[src/include/undertemp_vin_ov_limit_regs.vh]
`ifndef UNDERTEMP_VIN_OV_LIMIT_REGS_VH
`define UNDERTEMP_VIN_OV_LIMIT_REGS_VH

// ----------------------------------------------------------------
// Command codes
// ----------------------------------------------------------------
`define CODE_WARN_THRESH     8'h52
`define CODE_FAULT_THRESH    8'h53
`define CODE_UT_FAULT_ACTION 8'h54
`define CODE_VIN_OV_LIMIT    8'h55

// ----------------------------------------------------------------
// Reset values
// ----------------------------------------------------------------
`define RST_WARN_THRESH      16'hdc40
`define RST_FAULT_THRESH     16'he530
`define RST_UT_FAULT_ACTION  8'hbf
`define RST_VIN_OV_LIMIT     16'hd380

// ----------------------------------------------------------------
// Action field positions and codes
// ----------------------------------------------------------------
`define ACT_MODE_HI          7
`define ACT_MODE_LO          6
`define ACT_RETRY_HI         5
`define ACT_RETRY_LO         3
`define ACT_DELAY_HI         2
`define ACT_DELAY_LO         0
`define MODE_DISABLE_RETRY   2'h2
`define MODE_DISABLE_HOLD    2'h3
`define RETRY_NONE           3'h0
`define RETRY_CONTINUOUS     3'h7

// ----------------------------------------------------------------
// Linear format fields
// ----------------------------------------------------------------
`define LIN_EXP_HI           15
`define LIN_EXP_LO           11
`define LIN_MANT_HI          10
`define LIN_MANT_LO          0
`define LIN_FRAC_BITS        4

// ----------------------------------------------------------------
// Accepted ranges, in 1/16 units
// ----------------------------------------------------------------
`define UT_RANGE_MIN         (-55 * 16)
`define UT_RANGE_MAX         (25 * 16)
`define VIN_RANGE_MIN        (0 * 16)
`define VIN_RANGE_MAX        (19 * 16)

// ----------------------------------------------------------------
// Timing
// ----------------------------------------------------------------
`define CLK_KHZ              40000
`define RETRY_UNIT_MS        35
`define RETRY_UNIT_CYC       (`RETRY_UNIT_MS * `CLK_KHZ)

`endif

[src/logic/undertemp_vin_ov_limit_regs.v]
`timescale 1ns/10ps
`default_nettype none
`include "undertemp_vin_ov_limit_regs.vh"

// What this block does
// RULE1 - Below warning limit: summary, warning flag, alert
// RULE2 - Paged 16-bit warning limit, reset -30C, range-checked
// RULE3 - Paged 16-bit linear under-temperature fault limit
// RULE4 - Fault limit resets -45C, accepts -55..+25C
// RULE5 - Paged 8-bit fault action, reset continuous retry
// RULE6 - Fault pulls alert low, flag until clear
// RULE7 - Mode 10 disables, then retry per bits 5:3
// RULE8 - Mode 11 holds off until above warning
// RULE9 - Retry 000: stay off until restart
// RULE10 - Retry 111: retry until commanded off or fault
// RULE11 - Retry only after rising above warning limit
// RULE12 - Retry spacing is (delay+1) times 35 ms
// RULE13 - Global 16-bit input over-voltage fault limit, 0..19V
// RULE14 - Over-voltage limit resets to 14 volts
// RULE15 - Over-voltage limit global, others per page
// RULE16 - Linear values: 5-bit exponent, 11-bit mantissa
// RULE17 - Below fault limit declares fault, runs action
module undertemp_vin_ov_limit_regs #(
	parameter RETRY_UNIT_CYC = `RETRY_UNIT_CYC
) (
	// Clock and reset
	input  wire        clock_i,
	input  wire        rst_i,
	// Command port
	input  wire        cmd_wr_i,
	input  wire        cmd_rd_i,
	input  wire [7:0]  cmd_code_i,
	input  wire [15:0] cmd_data_i,
	input  wire        page_i,
	output wire [15:0] rd_data_o,
	output wire        rd_valid_o,
	output wire        cmd_reject_o,
	input  wire        clear_faults_i,
	// Measurement and control
	input  wire [31:0] temp_i,
	input  wire        en_pin_i,
	input  wire        operation_on_i,
	input  wire        other_fault_i,
	// Status and output control
	output wire [1:0]  out_enable_o,
	output wire [1:0]  ut_warning_o,
	output wire [1:0]  ut_fault_o,
	output wire        temp_summary_o,
	output wire        host_alert_line_o,
	output wire        host_alert_line_oe_o
);

	localparam PAGES     = 2;
	localparam ST_RUN    = 3'h0;
	localparam ST_LATCH  = 3'h1;
	localparam ST_HOLD   = 3'h2;
	localparam ST_WARM   = 3'h3;
	localparam ST_DELAY  = 3'h4;

	// ----------------------------------------------------------------
	// Linear format decode to 1/16 units
	// ----------------------------------------------------------------
	function signed [31:0] lin_to_q4;
		input [15:0] lin;
		reg signed [31:0] mant;
		reg signed [5:0]  sh;
		begin
			mant = {{21{lin[`LIN_MANT_HI]}}, lin[`LIN_MANT_HI:`LIN_MANT_LO]}; // RULE16
			sh = $signed({lin[`LIN_EXP_HI], lin[`LIN_EXP_HI:`LIN_EXP_LO]}) + 6'sh4; // RULE16
			if (sh >= 0) begin
				lin_to_q4 = mant <<< sh; // RULE16
			end else begin
				lin_to_q4 = mant >>> (-sh); // RULE16
			end
		end
	endfunction

	// ----------------------------------------------------------------
	// Enable pin synchroniser
	// ----------------------------------------------------------------
	reg en_meta_ff;
	reg en_sync_ff;
	always @(posedge clock_i) begin
		if (rst_i) begin
			en_meta_ff <= 1'b0;
			en_sync_ff <= 1'b0;
		end else begin
			en_meta_ff <= en_pin_i;
			en_sync_ff <= en_meta_ff;
		end
	end

	wire cmd_on = en_sync_ff & operation_on_i;
	wire abort  = ~cmd_on | other_fault_i;

	// ----------------------------------------------------------------
	// Registers
	// ----------------------------------------------------------------
	reg  [31:0] warn_ff;
	reg  [31:0] fault_lim_ff;
	reg  [15:0] action_ff;
	reg  [15:0] vin_ov_ff;
	reg  [15:0] rd_data_ff;
	reg         rd_valid_ff;
	reg         reject_ff;
	wire signed [31:0] wr_val = lin_to_q4(cmd_data_i);
	wire        ut_ok  = (wr_val >= `UT_RANGE_MIN) && (wr_val <= `UT_RANGE_MAX);
	wire        vin_ok = (wr_val >= `VIN_RANGE_MIN) && (wr_val <= `VIN_RANGE_MAX);
	wire [4:0]  pg_lo  = page_i ? 5'h10 : 5'h00;
	wire [3:0]  pa_lo  = page_i ? 4'h8 : 4'h0;
	integer     i;

	always @(posedge clock_i) begin
		if (rst_i) begin
			for (i = 0; i < PAGES; i = i + 1) begin
				warn_ff[i*16 +: 16]      <= `RST_WARN_THRESH; // RULE2
				fault_lim_ff[i*16 +: 16] <= `RST_FAULT_THRESH; // RULE4
				action_ff[i*8 +: 8]      <= `RST_UT_FAULT_ACTION; // RULE5
			end
			vin_ov_ff   <= `RST_VIN_OV_LIMIT; // RULE14
			rd_data_ff  <= 16'h0000;
			rd_valid_ff <= 1'b0;
			reject_ff   <= 1'b0;
		end else begin
			reject_ff   <= 1'b0;
			rd_valid_ff <= cmd_rd_i;
			if (cmd_wr_i) begin
				case (cmd_code_i)
				`CODE_WARN_THRESH: begin
					if (ut_ok) begin
						warn_ff[pg_lo +: 16] <= cmd_data_i; // RULE2 RULE15
					end else begin
						reject_ff <= 1'b1; // RULE2
					end
				end
				`CODE_FAULT_THRESH: begin
					if (ut_ok) begin
						fault_lim_ff[pg_lo +: 16] <= cmd_data_i; // RULE3 RULE15
					end else begin
						reject_ff <= 1'b1; // RULE4
					end
				end
				`CODE_UT_FAULT_ACTION: begin
					action_ff[pa_lo +: 8] <= cmd_data_i[7:0]; // RULE5 RULE15
				end
				`CODE_VIN_OV_LIMIT: begin
					if (vin_ok) begin
						vin_ov_ff <= cmd_data_i; // RULE13 RULE15
					end else begin
						reject_ff <= 1'b1; // RULE13
					end
				end
				default: begin
					reject_ff <= 1'b1;
				end
				endcase
			end
			if (cmd_rd_i) begin
				case (cmd_code_i)
				`CODE_WARN_THRESH:     rd_data_ff <= warn_ff[pg_lo +: 16];
				`CODE_FAULT_THRESH:    rd_data_ff <= fault_lim_ff[pg_lo +: 16];
				`CODE_UT_FAULT_ACTION: rd_data_ff <= {8'h00, action_ff[pa_lo +: 8]};
				`CODE_VIN_OV_LIMIT:    rd_data_ff <= vin_ov_ff;
				default: begin
					rd_data_ff <= 16'h0000;
					reject_ff  <= 1'b1;
				end
				endcase
			end
		end
	end

	// ----------------------------------------------------------------
	// Per-page supervision
	// ----------------------------------------------------------------
	wire [1:0] warn_flag_w;
	wire [1:0] fault_flag_w;
	wire [1:0] en_w;

	genvar g;
	generate
		for (g = 0; g < PAGES; g = g + 1) begin : gen_page
			reg  [2:0]  st_ff;
			reg  [2:0]  nxt_st;
			reg  [2:0]  cnt_ff;
			reg  [2:0]  nxt_cnt;
			reg  [31:0] pre_ff;
			reg         en_ff;
			reg         warn_flag_ff;
			reg         fault_flag_ff;
			wire [7:0]  act    = action_ff[g*8 +: 8];
			wire [1:0]  mode   = act[`ACT_MODE_HI:`ACT_MODE_LO];
			wire [2:0]  retry  = act[`ACT_RETRY_HI:`ACT_RETRY_LO];
			wire [2:0]  delay  = act[`ACT_DELAY_HI:`ACT_DELAY_LO];
			wire signed [31:0] t_val = lin_to_q4(temp_i[g*16 +: 16]); // RULE16
			wire signed [31:0] w_val = lin_to_q4(warn_ff[g*16 +: 16]); // RULE16
			wire signed [31:0] f_val = lin_to_q4(fault_lim_ff[g*16 +: 16]); // RULE16
			wire        cold   = t_val < f_val; // RULE17
			wire        chilly = t_val < w_val; // RULE1
			wire        warm   = t_val > w_val; // RULE8 RULE11
			wire        tick   = (pre_ff == RETRY_UNIT_CYC - 1);

			always @* begin
				nxt_st  = st_ff;
				nxt_cnt = cnt_ff;
				case (st_ff)
				ST_RUN: begin
					if (cold && mode == `MODE_DISABLE_RETRY) begin // RULE7 RULE17
						if (retry == `RETRY_CONTINUOUS) begin
							nxt_st = ST_WARM; // RULE10
						end else begin
							nxt_st = ST_LATCH; // RULE9
						end
					end else if (cold && mode == `MODE_DISABLE_HOLD) begin
						nxt_st = ST_HOLD; // RULE8
					end
				end
				ST_LATCH: begin
					nxt_st = ST_LATCH; // RULE9
				end
				ST_HOLD: begin
					if (warm) begin
						nxt_st = ST_RUN; // RULE8
					end
				end
				ST_WARM: begin
					if (abort) begin
						nxt_st = ST_RUN; // RULE10
					end else if (warm) begin
						nxt_st  = ST_DELAY; // RULE11
						nxt_cnt = 3'h0;
					end
				end
				ST_DELAY: begin
					if (abort) begin
						nxt_st = ST_RUN; // RULE10
					end else if (tick) begin
						if (cnt_ff == delay) begin
							nxt_st = ST_RUN; // RULE12
						end else begin
							nxt_cnt = cnt_ff + 3'h1; // RULE12
						end
					end
				end
				default: begin
					nxt_st = ST_RUN;
				end
				endcase
			end

			always @(posedge clock_i) begin
				if (rst_i) begin
					st_ff         <= ST_RUN;
					cnt_ff        <= 3'h0;
					pre_ff        <= 32'h0;
					en_ff         <= 1'b0;
					warn_flag_ff  <= 1'b0;
					fault_flag_ff <= 1'b0;
				end else begin
					st_ff  <= nxt_st;
					cnt_ff <= nxt_cnt;
					if (st_ff != ST_DELAY || tick) begin
						pre_ff <= 32'h0; // RULE12
					end else begin
						pre_ff <= pre_ff + 32'h1; // RULE12
					end
					en_ff <= (nxt_st == ST_RUN) && cmd_on && !other_fault_i; // RULE7 RULE10
					if (chilly) begin
						warn_flag_ff <= 1'b1; // RULE1
					end else if (clear_faults_i) begin
						warn_flag_ff <= 1'b0;
					end
					if (cold) begin
						fault_flag_ff <= 1'b1; // RULE6 RULE17
					end else if (clear_faults_i) begin
						fault_flag_ff <= 1'b0; // RULE6
					end
				end
			end

			assign warn_flag_w[g]  = warn_flag_ff;
			assign fault_flag_w[g] = fault_flag_ff;
			assign en_w[g]         = en_ff;
		end
	endgenerate

	// ----------------------------------------------------------------
	// Summary and alert
	// ----------------------------------------------------------------
	reg summary_ff;
	reg alert_oe_ff;
	reg alert_ff;
	always @(posedge clock_i) begin
		if (rst_i) begin
			summary_ff  <= 1'b0;
			alert_oe_ff <= 1'b0;
			alert_ff    <= 1'b0;
		end else begin
			summary_ff  <= |{warn_flag_w, fault_flag_w}; // RULE1
			alert_oe_ff <= |{warn_flag_w, fault_flag_w}; // RULE1 RULE6
			alert_ff    <= 1'b0;
		end
	end

	assign rd_data_o            = rd_data_ff;
	assign rd_valid_o           = rd_valid_ff;
	assign cmd_reject_o         = reject_ff;
	assign out_enable_o         = en_w;
	assign ut_warning_o         = warn_flag_w;
	assign ut_fault_o           = fault_flag_w;
	assign temp_summary_o       = summary_ff;
	assign host_alert_line_o    = alert_ff;
	assign host_alert_line_oe_o = alert_oe_ff;

endmodule // undertemp_vin_ov_limit_regs

`default_nettype wire

[config.mk]
export PLATFORM = sky130hd
export DESIGN_NAME = undertemp_vin_ov_limit_regs
export DESIGN_NICKNAME = d
export VERILOG_FILES = /design/src/logic/undertemp_vin_ov_limit_regs.v
export VERILOG_INCLUDE_DIRS = /design/src /design/src/include
export SDC_FILE = /design/constraint.sdc
export NUM_CORES = 1
export LEC_CHECK = 0
export ABC_AREA = 0
export BUFFER_PORTS_ARGS = -buffer_cell sky130_fd_sc_hd__buf_4
export CAP_MARGIN = 30
export CELL_PAD_IN_SITES_DETAIL_PLACEMENT = 1
export CELL_PAD_IN_SITES_GLOBAL_PLACEMENT = 2
export CORE_MARGIN = 8
export CORE_UTILIZATION = 38
export DETAILED_ROUTE_END_ITERATION = 10
export PLACE_DENSITY = 0.91
export SLEW_MARGIN = 20
export SYNTH_ARGS = -nofsm -noshare
export SYNTH_HDL_FRONTEND = slang
export SYNTH_SLANG_ARGS = --single-unit
[constraint.sdc]
create_clock -name clock_i -period 6.76 [get_ports clock_i]
set_input_delay 0.676 -clock clock_i [delete_from_list [all_inputs] [get_ports clock_i]]
set_output_delay 0.676 -clock clock_i [all_outputs]
set_load 0.02 [all_outputs]
# Word level (Yosys, flattened, before mapping)
# Index checks and enable logic that the tools add are counted.
[word_totals] regBits=199 latchBits=0 mem_bits_rw=0 mem_bits_ro=0 in_bits=65 wordCells=207 mem_count=0
[classes] n_addsub=20 multipliers=0 div_mod_pow=0 n_lt_le_gt_ge=17 eq_ne=34 n_shift=21 muxes=56 n_bitwise=3 reduce_logical=34
[op_table] op="$mux W32" count=7
[op_table] op="$sshl A11 B6 Y32" count=7
[op_table] op="$sshr A11 B6 Y32" count=7
[op_table] op="$lt A32 B32 Y1" count=4
[op_table] op="$mux W3" count=26
[op_table] op="$add A32 B1 Y32 const B" count=2
[op_table] op="$bwmux W32" count=2
[op_table] op="$eq A32 B21 Y1 const B" count=2
[op_table] op="$gt A32 B32 Y1" count=2
[op_table] op="$le A32 B10 Y1 const B" count=2
[op_table] op="$pmux W16 S4" count=1
[op_table] op="$shiftx A32 B6 Y16" count=2
[op_table] op="$add A5 B4 Y6 const B" count=7
[op_table] op="$ge A6 B1 Y1 const B" count=7
[op_table] op="$neg A6 Y6" count=7
[op_table] op="$eq A8 B7 Y1 const B" count=4
[op_table] op="$ge A32 B1 Y1 const B" count=1
[op_table] op="$ge A32 B11 Y1 const B" count=1
[op_table] op="$shift A16 B7 Y32 const A" count=1
[op_table] op="$shiftx A16 B7 Y32" count=1
[op_table] op="$pmux W3 S5" count=2
[op_table] op="$ne A2 B2 Y1 const B" count=10
[op_table] op="$bwmux W16" count=1
[op_table] op="$shift A8 B6 Y16 const A" count=1
[op_table] op="30 further kinds" count=78

# Logic depth before layout (Yosys ltp)
# Gate-level depths: netlist (run 1).
[depth] word_depth=12 ltp_mapped=23

# Least setup slack after synthesis (run 1)
# Ideal clock, no wire load.
[synth_path] kind="input port to flip-flop" startpoint="input temp_i[11]" endpoint="register gen_page[0].en_ff" t_arrival_ns=5.981 required_ns=6.699 slack_ns=0.718 cell_stages=22 cell_sequence="clkbuf_1 -> buf_1 -> clkbuf_1 -> inv_1 -> ha_1 -> clkbuf_1 -> clkbuf_1 -> mux4_2 -> nor2_1 -> a211oi_1 -> a21oi_1 -> o22ai_1 -> ha_1 -> a21oi_1 -> o21ai_0 -> a221oi_1 -> o21ai_0 -> or2_2 -> o41a_1 -> o311a_1 -> a311oi_1 -> and4b_1"
[synth_via] elab_chain_len=12
[synth_rtl] element="start: declaration" line_no="undertemp_vin_ov_limit_regs.v:40" source="input wire [31:0] temp_i,"
[synth_rtl] element="$add A5 B4 Y6 *" line_no="undertemp_vin_ov_limit_regs.v:69" source="sh = $signed({lin[`LIN_EXP_HI], lin[`LIN_EXP_HI:`LIN_EXP_LO]}) + 6'sh4;"
[synth_rtl] element="$neg A6 Y6" line_no="undertemp_vin_ov_limit_regs.v:73" source="lin_to_q4 = mant >>> (-sh);"
[synth_rtl] element="$sshr A11 B6 Y32" line_no="undertemp_vin_ov_limit_regs.v:73"
[synth_rtl] element="$mux W32 *" line_no="undertemp_vin_ov_limit_regs.v:70" source="if (sh >= 0) begin"
[synth_rtl] element="$lt A32 B32 Y1" line_no="undertemp_vin_ov_limit_regs.v:198" source="wire cold = t_val < f_val;"
[synth_rtl] element="$logic_and A1 B1 Y1 (no source line)"
[synth_rtl] element="$mux W3" line_no="undertemp_vin_ov_limit_regs.v:214" source="end else if (cold && mode == `MODE_DISABLE_HOLD) begin"
[synth_rtl] element="$mux W3" line_no="undertemp_vin_ov_limit_regs.v:208" source="if (cold && mode == `MODE_DISABLE_RETRY) begin"
[synth_rtl] element="$pmux W3 S5 *" line_no="undertemp_vin_ov_limit_regs.v:206" source="case (st_ff)"
[synth_rtl] element="$logic_not A3 Y1 *" line_no="undertemp_vin_ov_limit_regs.v:267" source="en_ff <= (nxt_st == ST_RUN) && cmd_on && !other_fault_i;"
[synth_rtl] element="$logic_and A1 B1 Y1 * (2 in series)" line_no="undertemp_vin_ov_limit_regs.v:267"
[synth_rtl] element="end signal: assignment" line_no="undertemp_vin_ov_limit_regs.v:267"
[synth_rtl] element="end: declaration" line_no="undertemp_vin_ov_limit_regs.v:188" source="reg en_ff;"
# Every way passes the cells marked *; elsewhere a longest branch is shown, timed or not.
# A chain may end at the register's enable or synchronous reset.

# Worst setup path in the final report (run 1)
[layout_path] startpoint="register warn_ff[14]" endpoint="register gen_page[0].cnt_ff[2]"
[layout_via] elab_chain_len=7
[layout_rtl] element="start: declaration" line_no="undertemp_vin_ov_limit_regs.v:99" source="reg [31:0] warn_ff;"
[layout_rtl] element="start signal: indexed assignment" line_no="undertemp_vin_ov_limit_regs.v:116" source="warn_ff[i*16 +: 16] <= `RST_WARN_THRESH;"
[layout_rtl] element="start signal: indexed assignment" line_no="undertemp_vin_ov_limit_regs.v:131" source="warn_ff[pg_lo +: 16] <= cmd_data_i;"
[layout_rtl] element="$add A5 B4 Y6 *" line_no="undertemp_vin_ov_limit_regs.v:69"
[layout_rtl] element="$neg A6 Y6" line_no="undertemp_vin_ov_limit_regs.v:73"
[layout_rtl] element="$sshr A11 B6 Y32" line_no="undertemp_vin_ov_limit_regs.v:73"
[layout_rtl] element="$mux W32 *" line_no="undertemp_vin_ov_limit_regs.v:70"
[layout_rtl] element="$gt A32 B32 Y1 *" line_no="undertemp_vin_ov_limit_regs.v:200" source="wire warm = t_val > w_val;"
[layout_rtl] element="$ne A2 B2 Y1 (no source line) *"
[layout_rtl] element="$reduce_and A6 Y1 (no source line) *"
[layout_rtl] element="end signal: assignment" line_no="undertemp_vin_ov_limit_regs.v:261" source="cnt_ff <= nxt_cnt;"
[layout_rtl] element="end: declaration" line_no="undertemp_vin_ov_limit_regs.v:185" source="reg [2:0] cnt_ff;"
# Marks and branches as above.

==> qor.csv, run 1 <==
metric,value,unit
status,"finished, final reports clean",
Post-CTS Setup Inserts,0,
Nets,3183,
VDD IR max,0.177,mV
Synth area leaders,"dfxtp_1 (18%), mux2i_1 (10%), ha_1 (8.3%)",
clock tree root buffer cell,clkbuf_16,
drt pass-1 iters,5,
CTS hold repair buffers,0,
io pins,92,
top cell type by total area after synthesis,dfxtp_1,
post-CTS sizing,0,
Post-synth ARST share,0,%
Power Density,126,nW/µm²
Buffers on Ports,90,
Final Instance Area,24300,µm²
core area,59000,µm²
"CTS clk-pin slew, worst paths",0.09,ns
Vias per Instance,6.23,
Post-synth top flop,dfxtp_1,
Initial Util,38.5,%
DRT iter0 DRCs,1933,
YS warnings,0,
unrepaired setup endpoints after global routing,no,
area share of the largest cell type after synthesis,17.5,%
syn avg cell area,7.48,µm²
# H-tree levels,4,
die area,67900,µm²
Final Routed Wirelength,83.4,mm
global-route wire length before repair,131,mm
Fmax,0.171,GHz
synth unique cells,92,
register bit total from synthesis,199,
Pins Over Slew Limit,0,
Filler cells,7293,
worst skew pair latency,0.45,ns
Die Wd,260,µm
initial antenna violation count,0,
worst min path class,in2reg,
"Cell Count, Final, Fillers Out",3753,
syn_nets,3253,
Residual DRC,0,
required time of the critical path,7.11,ns
r2r setup slk,0.92,ns
"EDFF count, synth",0,
area delta synth->final,6.83,%
DP Cell Count,3717,
CP max FO,25,
routability congestion estimate,0.966,
most frequent cells in the layout,"nor2_1 (365), nand2_1 (349), a21oi_1 (281)",
Mapped Cells,3037,
vias post-DR,23400,
"Cell Area, Placed",23700,µm²
mapped cell area,22700,µm²
# rows,89,
"antenna viol nets, final",0,
worst-margin pin slew,0.974,ns
Clock Skews,0.0225,ns
largest net degree at the start of global routing,74,
crit path kind,reg2reg,
sequential area share after synthesis,17.5,%
setup total negative slack,0,ns
routed len/inst,22.2,µm
crit path time final,5.84,ns
Worst setup SP type,flip-flop,
share of layout cells above drive strength 1,10.2,%
hold slack,0.446,ns
"commonest non-fill, non-tap cell in the layout",nor2_1,
final setup violation count,0,
height of the die,260,µm
gr usage total,23.6,%
Slew HR,35.0,%
Final period util,86.4,%
footprint of the multi-input gates,17500,µm²
crit path capture type,flip-flop,
P_leak,9.87,nW
vias in the first global route,23800,
endpoints failing hold,0,
total grt overflow,0,
clk sinks,199,
final design utilization,41.1,%
n_diodes,0,
Num CTS Buffers,17,
CP arrival,6.20,ns
CTS Buffer Depth,2,
Max-Cap Viols,0,
Reg area,3980,µm²
hpwl dp,65.0,mm
CTS tree,done,
==> report_power, final <==
group	switching [mW]	leakage [nW]	internal [mW]
combinational	0.546	7.97	0.301
clock	0.512	0.285	0.502
sequential	0.0117	1.61	1.18
==> sequential cells by signal, indices dropped and copies added (netlist names) <==
signal,flops
gen_page.cnt_ff,6
host_alert_line_oe_o,1
gen_page.en_ff,2
cmd_reject_o,1
fault_lim_ff,32
rd_data_o,16
vin_ov_ff,16
en_meta_ff,1
gen_page.st_ff,6
gen_page.warn_flag_ff,2
gen_page.pre_ff,64
en_sync_ff,1
warn_ff,32
rd_valid_o,1
gen_page.fault_flag_ff,2
action_ff,16
==> final cells by class <==
cell class	count	share of cell area, %
flip-flops and latches	199	16.4
clock buffers	19	1.83
inverters	57	0.882
repair buffers	128	4.05
well taps	773	3.99
multi-input cells	2564	72.3
clock inverters	13	0.547
==> routing by layer <==
metal  share of wire (%)  GRT usage [%]
met2                  48           40.8
met5                   0              0
met1                  44           30.2
met4                 3.5           9.16
met3                 4.1           1.91
==> Yosys cell counts, types with 18 or more instances <==
cell,instances
nor2_1,365
nand2_1,349
a21oi_1,281
mux2i_1,234
dfxtp_1,199
o21ai_0,199
ha_1,151
clkbuf_1,147
nand3_1,68
nor3_1,66
xor2_1,62
mux4_2,60
mux2_2,53
a31oi_1,49
a211oi_1,47
inv_1,47
o22ai_1,46
nor2b_1,45
xnor2_1,43
nand4_1,40
a21o_1,39
and2_1,34
buf_1,29
a22oi_1,27
nand2b_1,25
o211ai_1,20
and3_1,19
o21a_1,19
or3_1,18
==> path summary, 6_finish.rpt <==
path / from / to / cells after the start
setup / recovery: warn_ff[14]$_SDFFE_PP1P_ / gen_page[0].cnt_ff[2]$_SDFFE_PP0P_ / 17
hold reg to reg: en_meta_ff$_SDFF_PP0_ / en_sync_ff$_SDFF_PP0_ / 1
setup reg to reg: warn_ff[14]$_SDFFE_PP1P_ / gen_page[0].cnt_ff[2]$_SDFFE_PP0P_ / 17
hold / removal: en_pin_i / en_meta_ff$_SDFF_PP0_ / 2
==> worst max-delay path, cell delays in order (launching register included) <==
cell	delay (ns)
dfxtp_1	0.36
ha_1	0.79
clkinv_1	0.48
xnor2_1	0.66
nor2_1	0.08
o31a_1	0.26
a21boi_0	0.12
o22a_1	0.19
ha_1	0.30
a21oi_1	0.14
o21ai_0	0.12
a221o_1	0.37
o31ai_1	0.28
a21boi_0	0.16
o21ai_0	0.59
o21ai_0	0.36
and3_1	0.28
o21ba_2	0.18
==> through the flow <==
step           worst slack (ns)  total power, mW
5_1_grt                   0.379             3.19
3_3_place_gp               1.03             2.02
4_1_cts                    1.02             3.05
2_1_floorplan             0.718             1.80
3_5_place_dp              0.853             2.05
6_report                  0.917             3.06
==> logic make-up (layout without fill, tap and decap cells) <==
group                    count (synthesis)  in the layout  share of synthesized area [%]
AND/OR/NAND/NOR                       1100           1100                           22.4
AO/OA/AOI/OAI                          860            860                           23.5
multiplexers                           347            347                           18.9
buffers and inverters                  274            217                           5.28
flip-flops                             199            199                           17.5
adder cells (fa/ha/maj)                151            151                           8.32
XOR/XNOR                               105            105                           4.05
other                                    1              1                         0.0165
Power figures use the tool's default switching activity.
==> run 2, diff against run 1 <==
==> constraint.sdc (replaced) <==
create_clock -name clock_i -period 5.6 [get_ports clock_i]
set_input_delay 0.56 -clock clock_i [delete_from_list [all_inputs] [get_ports clock_i]]
set_output_delay 0.56 -clock clock_i [all_outputs]
set_load 0.02 [all_outputs]
==> qor.csv, run 2 (synthesized netlist as in run 1, its figures left out) <==
metric,value,unit,change
hold depth,2,,unchanged
vias post-DR,23500,,+0.65%
Num CTS Buffers,17,,unchanged
unrepaired setup endpoints after global routing,no,,
hpwl dp,67.2,mm,+3.5%
area delta synth->final,8.10,%,
die area,67900,µm²,unchanged
Final Total Pwr,3.81,mW,+25%
endpoints failing hold,0,,unchanged
crit path capture type,flip-flop,,
crit path time final,5.27,ns,-0.572 ns
core area,59000,µm²,unchanged
largest reg by FF count,gen_page.pre_ff,,
n_diodes,0,,unchanged
"CTS clk-pin slew, worst paths",0.09,ns,about the same
Die Wd,260,µm,unchanged
Final Routed Wirelength,86.3,mm,+3.5%
Max-Cap Viols,0,,unchanged
Nets,3215,,+1.0%
Power Density,155,nW/µm²,+23%
initial antenna violation count,1,,+1
global-route wire length before repair,135,mm,+2.9%
Final period util,94.1,%,+7.7 points
Residual DRC,0,,unchanged
required time of the critical path,5.99,ns,-1.12 ns
final design utilization,41.6,%,+0.49 points
Vias per Instance,6.22,,-0.21%
most frequent cells in the layout,"nor2_1 (365), nand2_1 (349), a21oi_1 (281)",,
final setup violation count,0,,unchanged
status,"finished, final reports clean",,
Initial Util,38.5,%,unchanged
gr usage total,24.5,%,+0.88 points
RR Endpoint,gen_page[0].en_ff$_SDFF_PP0_,,
r2r setup slk,0.33,ns,-0.59 ns
# H-tree levels,4,,unchanged
DRT iter0 DRCs,1646,,-15%
"commonest non-fill, non-tap cell in the layout",nor2_1,,
Pins Over Slew Limit,0,,unchanged
vias in the first global route,23900,,+0.54%
CP max FO,11,,-56%
Fmax,0.190,GHz,+11%
routability congestion estimate,0.933,,-3.4%
VDD IR max,0.238,mV,+34%
total grt overflow,0,,unchanged
clock tree root buffer cell,clkbuf_16,,
share of layout cells above drive strength 1,11.2,%,+1.0 points
setup total negative slack,0,ns,unchanged
max reg flops,64,,unchanged
worst skew pair latency,0.45,ns,about the same
CP arrival,5.66,ns,-0.54 ns
Hold Path End,en_meta_ff$_SDFF_PP0_,,
crit path kind,reg2reg,,
clk sinks,199,,unchanged
drt pass-1 iters,5,,unchanged
height of the die,260,µm,unchanged
Slew HR,30.6,%,-4.4 points
top flop regs,"gen_page.pre_ff (64), fault_lim_ff (32), warn_ff (32)",,
routed len/inst,22.8,µm,+2.6%
io pins,92,,unchanged
"antenna viol nets, final",0,,unchanged
largest net degree at the start of global routing,72,,-2.7%
worst-margin pin slew,1.04,ns,+0.0647 ns
Buffers on Ports,90,,unchanged
CTS tree,done,,
CTS Buffer Depth,2,,unchanged
Reg2Reg Depth,17,,unchanged
worst min path class,in2reg,,
P_leak,10.0,nW,+1.7%
# rows,89,,unchanged
beginning of the worst hold path,en_pin_i,,
origin of the critical flop-to-flop path,warn_ff[14]$_SDFFE_PP1P_,,
Clock Skews,0.0158,ns,-0.00671 ns
Worst setup SP type,flip-flop,,
Post-CTS Setup Inserts,0,,unchanged
## run 2: cell types whose count changed in the layout (fill, tap and decap cells not counted), moves of 2 or more
cell / change
buf_2: -2
clkinv_8: +2
inv_6: -3
buf_4: +37
buf_8: -2
inv_12: +2
## run 2: final cells by class
class	instances	area, µm²
well taps	773	967
multi-input cells	2564	17600
clock buffers	17	425
repair buffers	160	1210
flip-flops and latches	199	3980
inverters	57	214
fillers	7324	34500
clock inverters	15	201
## run 2: worst max-delay path by stage
stage	from	end	slack (ns)	cells after the start
6_report	warn_ff[14]$_SDFFE_PP1P_	gen_page[0].en_ff$_SDFF_PP0_	0.33	17
5_1_grt	fault_lim_ff[13]$_SDFFE_PP1P_	gen_page[0].en_ff$_SDFF_PP0_	0.008	18
4_1_cts	warn_ff[14]$_SDFFE_PP1P_	gen_page[0].en_ff$_SDFF_PP0_	0.36	17
3_5_place_dp	temp_i[28]	gen_page[1].st_ff[1]$_SDFF_PP0_	0.36	20
3_3_place_gp	temp_i[27]	gen_page[1].st_ff[1]$_SDFF_PP0_	0.49	18
2_1_floorplan	temp_i[11]	gen_page[0].en_ff$_SDFF_PP0_	0.10	22
## run 2: metrics by stage
stage          hold WS (ns)  cells  setup slack [ns]  cell area, µm²
6_report              0.320   3785             0.328           24600
5_1_grt               0.368   3785           0.00758           24600
4_1_cts               0.312   3785             0.365           24500
3_5_place_dp          0.439   3753             0.357           23900
3_3_place_gp          0.424   3751             0.493           23900
2_1_floorplan         0.414   3037             0.101           22700
## run 2: what timing repair did
item                                    CTS  global route
gates resized for setup                   0             2
hold buffers                              0             0
endpoints found under the setup margin    0             5
## run 2: per-layer routing
layer | GRT usage (%) | vias to the layer above | routed length, µm
li1 | - | 11100 | -
met1 | 31.1 | 11700 | 37900
met2 | 42.6 | 623 | 42200
met3 | 2.11 | 160 | 3070
met4 | 9.38 | 2 | 3180
met5 | 0 | - | 13
## run 2: power by group
part | internal, mW | total [mW] | switching, mW | leakage (nW)
Combinational | 0.383 | 1.05 | 0.670 | 8.12
Clock | 0.653 | 1.31 | 0.659 | 0.299
Sequential | 1.43 | 1.44 | 0.0146 | 1.61
Total | 2.46 | 3.81 | 1.34 | 10.0
## run 2: worst max-delay path: stages (launching register included)
cell      delay [ns]
dfxtp_1         0.39
ha_1            0.25
xnor2_1         0.75
xnor2_1         0.28
a21oi_1         0.28
o21ai_0         0.15
a21oi_1         0.22
a21oi_1         0.13
ha_1            0.36
a21oi_1         0.18
o21ai_0         0.16
a221o_1         0.37
o31ai_1         0.31
a21boi_0        0.16
o21ai_0         0.40
o21ai_0         0.23
or3_1           0.33
and4b_1         0.25
==> run 3, diff against run 2 <==
--- a/config.mk
+++ b/config.mk
@@ -9,12 +9,10 @@
 export ABC_AREA = 0
 export BUFFER_PORTS_ARGS = -buffer_cell sky130_fd_sc_hd__buf_4
 export CAP_MARGIN = 30
-export CELL_PAD_IN_SITES_DETAIL_PLACEMENT = 1
-export CELL_PAD_IN_SITES_GLOBAL_PLACEMENT = 2
 export CORE_MARGIN = 8
-export CORE_UTILIZATION = 38
+export CORE_UTILIZATION = 40
 export DETAILED_ROUTE_END_ITERATION = 10
-export PLACE_DENSITY = 0.91
+export PLACE_DENSITY = 0.65
 export SLEW_MARGIN = 20
 export SYNTH_ARGS = -nofsm -noshare
 export SYNTH_HDL_FRONTEND = slang
==> qor.csv, run 3 (synthesized netlist as in run 1, its figures left out) <==
metric,value,unit,change
largest net degree at the start of global routing,73,,+1.4%
Clock Skews,0.00913,ns,-0.00670 ns
beginning of the worst hold path,en_pin_i,,
Setup WS pre-CTS,0.341,ns,-0.0163 ns
"CTS clk-pin slew, worst paths",0.08,ns,about the same
CP arrival,5.55,ns,-0.11 ns
endpoints failing hold,0,,unchanged
CP max FO,11,,unchanged
worst min path class,in2reg,,
Buffers on Ports,90,,unchanged
vias in the first global route,20800,,-13%
Final Total Pwr,3.63,mW,-4.8%
met2 wire len,33.7,mm,-20%
top flop regs,"gen_page.pre_ff (64), fault_lim_ff (32), warn_ff (32)",,
post-CTS sizing,0,,unchanged
Nets,3210,,-0.16%
Power Density,149,nW/µm²,-4.2%
Vias per Instance,6.00,,-3.6%
Pins Over Slew Limit,0,,unchanged
P_leak,9.98,nW,-0.52%
setup total negative slack,0,ns,unchanged
most frequent cells in the layout,"nor2_1 (365), nand2_1 (349), a21oi_1 (281)",,
CTS hold repair buffers,0,,unchanged
origin of the critical flop-to-flop path,warn_ff[11]$_SDFFE_PP1P_,,
crit path kind,reg2reg,,
drt pass-1 iters,6,,+1
hold slack,0.333,ns,+0.0129 ns
crit path time final,5.21,ns,-0.0626 ns
met1 wire length,31.8,mm,-16%
Post-CTS Setup Inserts,0,,unchanged
Filler cells,5819,,-21%
"commonest non-fill, non-tap cell in the layout",nor2_1,,
required time of the critical path,5.94,ns,-0.05 ns
VDD IR max,0.222,mV,-7.0%
core area,56300,µm²,-4.6%
max reg flops,64,,unchanged
met3 WL post-DR,4.03,mm,+31%
CP Launch Point,warn_ff[11]$_SDFFE_PP1P_,,
die area,64700,µm²,-4.7%
area delta synth->final,7.51,%,
# H-tree levels,4,,unchanged
worst skew pair latency,0.44,ns,about the same
status,"finished, final reports clean",,
height of the die,254,µm,-2.4%
Max-Cap Viols,0,,unchanged
Max Used Layer,met4,,
share of layout cells above drive strength 1,11.0,%,-0.25 points
Reg2Reg Depth,20,,+3
final setup violation count,0,,unchanged
unrepaired setup endpoints after global routing,no,,
worst-margin pin slew,1.01,ns,-0.0271 ns
io pins,92,,unchanged
vias post-DR,22600,,-4.1%
CTS Buffer Depth,2,,unchanged
routability congestion estimate,0.968,,+3.8%
Slew HR,32.4,%,+1.8 points
"antenna viol nets, final",0,,unchanged
crit path capture type,flip-flop,,
CTS tree,done,,
routed len/inst,18.9,µm,-17%
# rows,87,,-2.2%
Die Wd,254,µm,-2.4%
r2r setup slk,0.39,ns,+0.06 ns
Initial Util,40.4,%,+1.9 points
Fmax,0.192,GHz,+1.2%
n_diodes,0,,unchanged
Final Routed Wirelength,71.3,mm,-17%
Num CTS Buffers,17,,unchanged
Final period util,93.0,%,-1.1 points
Residual DRC,0,,unchanged
hpwl dp,54.9,mm,-18%
post-route setup slack,0.391,ns,+0.0626 ns
total grt overflow,0,,unchanged
largest reg by FF count,gen_page.pre_ff,,
Worst setup SP type,flip-flop,,
initial antenna violation count,0,,-1
global-route wire length before repair,113,mm,-17%
DRT iter0 DRCs,2204,,+34%
gr usage total,21.2,%,-3.2 points
hold depth,2,,unchanged
clock tree root buffer cell,clkbuf_16,,
clk sinks,199,,unchanged
-- run 3: power breakdown --
group	switching [mW]	internal [mW]
logic	0.623	0.374
registers	0.0149	1.43
clock network	0.597	0.589
-- run 3: area by class of cell --
class / instances / area, µm² / area share (%)
inverters: 57 / 214 / 0.876
clock inverters: 14 / 129 / 0.528
multi-input cells: 2564 / 17500 / 71.8
clock buffers: 18 / 429 / 1.76
well taps: 756 / 946 / 3.87
repair buffers: 155 / 1180 / 4.85
flip-flops and latches: 199 / 3980 / 16.3
-- run 3: layer usage --
layer  vias up  track usage (%)
met3       109             2.23
met1     10600             28.7
li1      11100                -
met5         -                0
met2       778             35.6
met4         0             5.98
-- run 3: stage by stage --
stage                     area, µm²  util, %  cells
after CTS                     24400     43.4   3763
after global placement        23800     42.4   3730
after global routing          24400     43.4   3763
final                         24400     43.4   3763
after floorplan               22700        -   3037
after detailed placement      23900     42.4   3731
-- run 3: final timing paths --
kind / endpoint
hold reg to reg: en_sync_ff$_SDFF_PP0_
hold / removal: en_meta_ff$_SDFF_PP0_
setup / recovery: gen_page[0].cnt_ff[2]$_SDFFE_PP0P_
setup reg to reg: gen_page[0].cnt_ff[2]$_SDFFE_PP0P_
-- run 3: worst max-delay path, cell delays in order, from the launching register on --
cell      delay [ns]
dfxtp_1         0.42
inv_1           0.27
ha_1            0.23
nand2_1         0.10
xnor2_1         0.43
o22ai_1         0.16
a21oi_1         0.42
o31a_1          0.23
a21boi_0        0.18
o22a_1          0.19
ha_1            0.26
a21oi_1         0.16
o21ai_0         0.11
a221o_1         0.36
o31a_1          0.31
nor3_1          0.20
o21ai_0         0.15
buf_4           0.18
o21ai_0         0.40
a21oi_1         0.13
o21ba_2         0.22
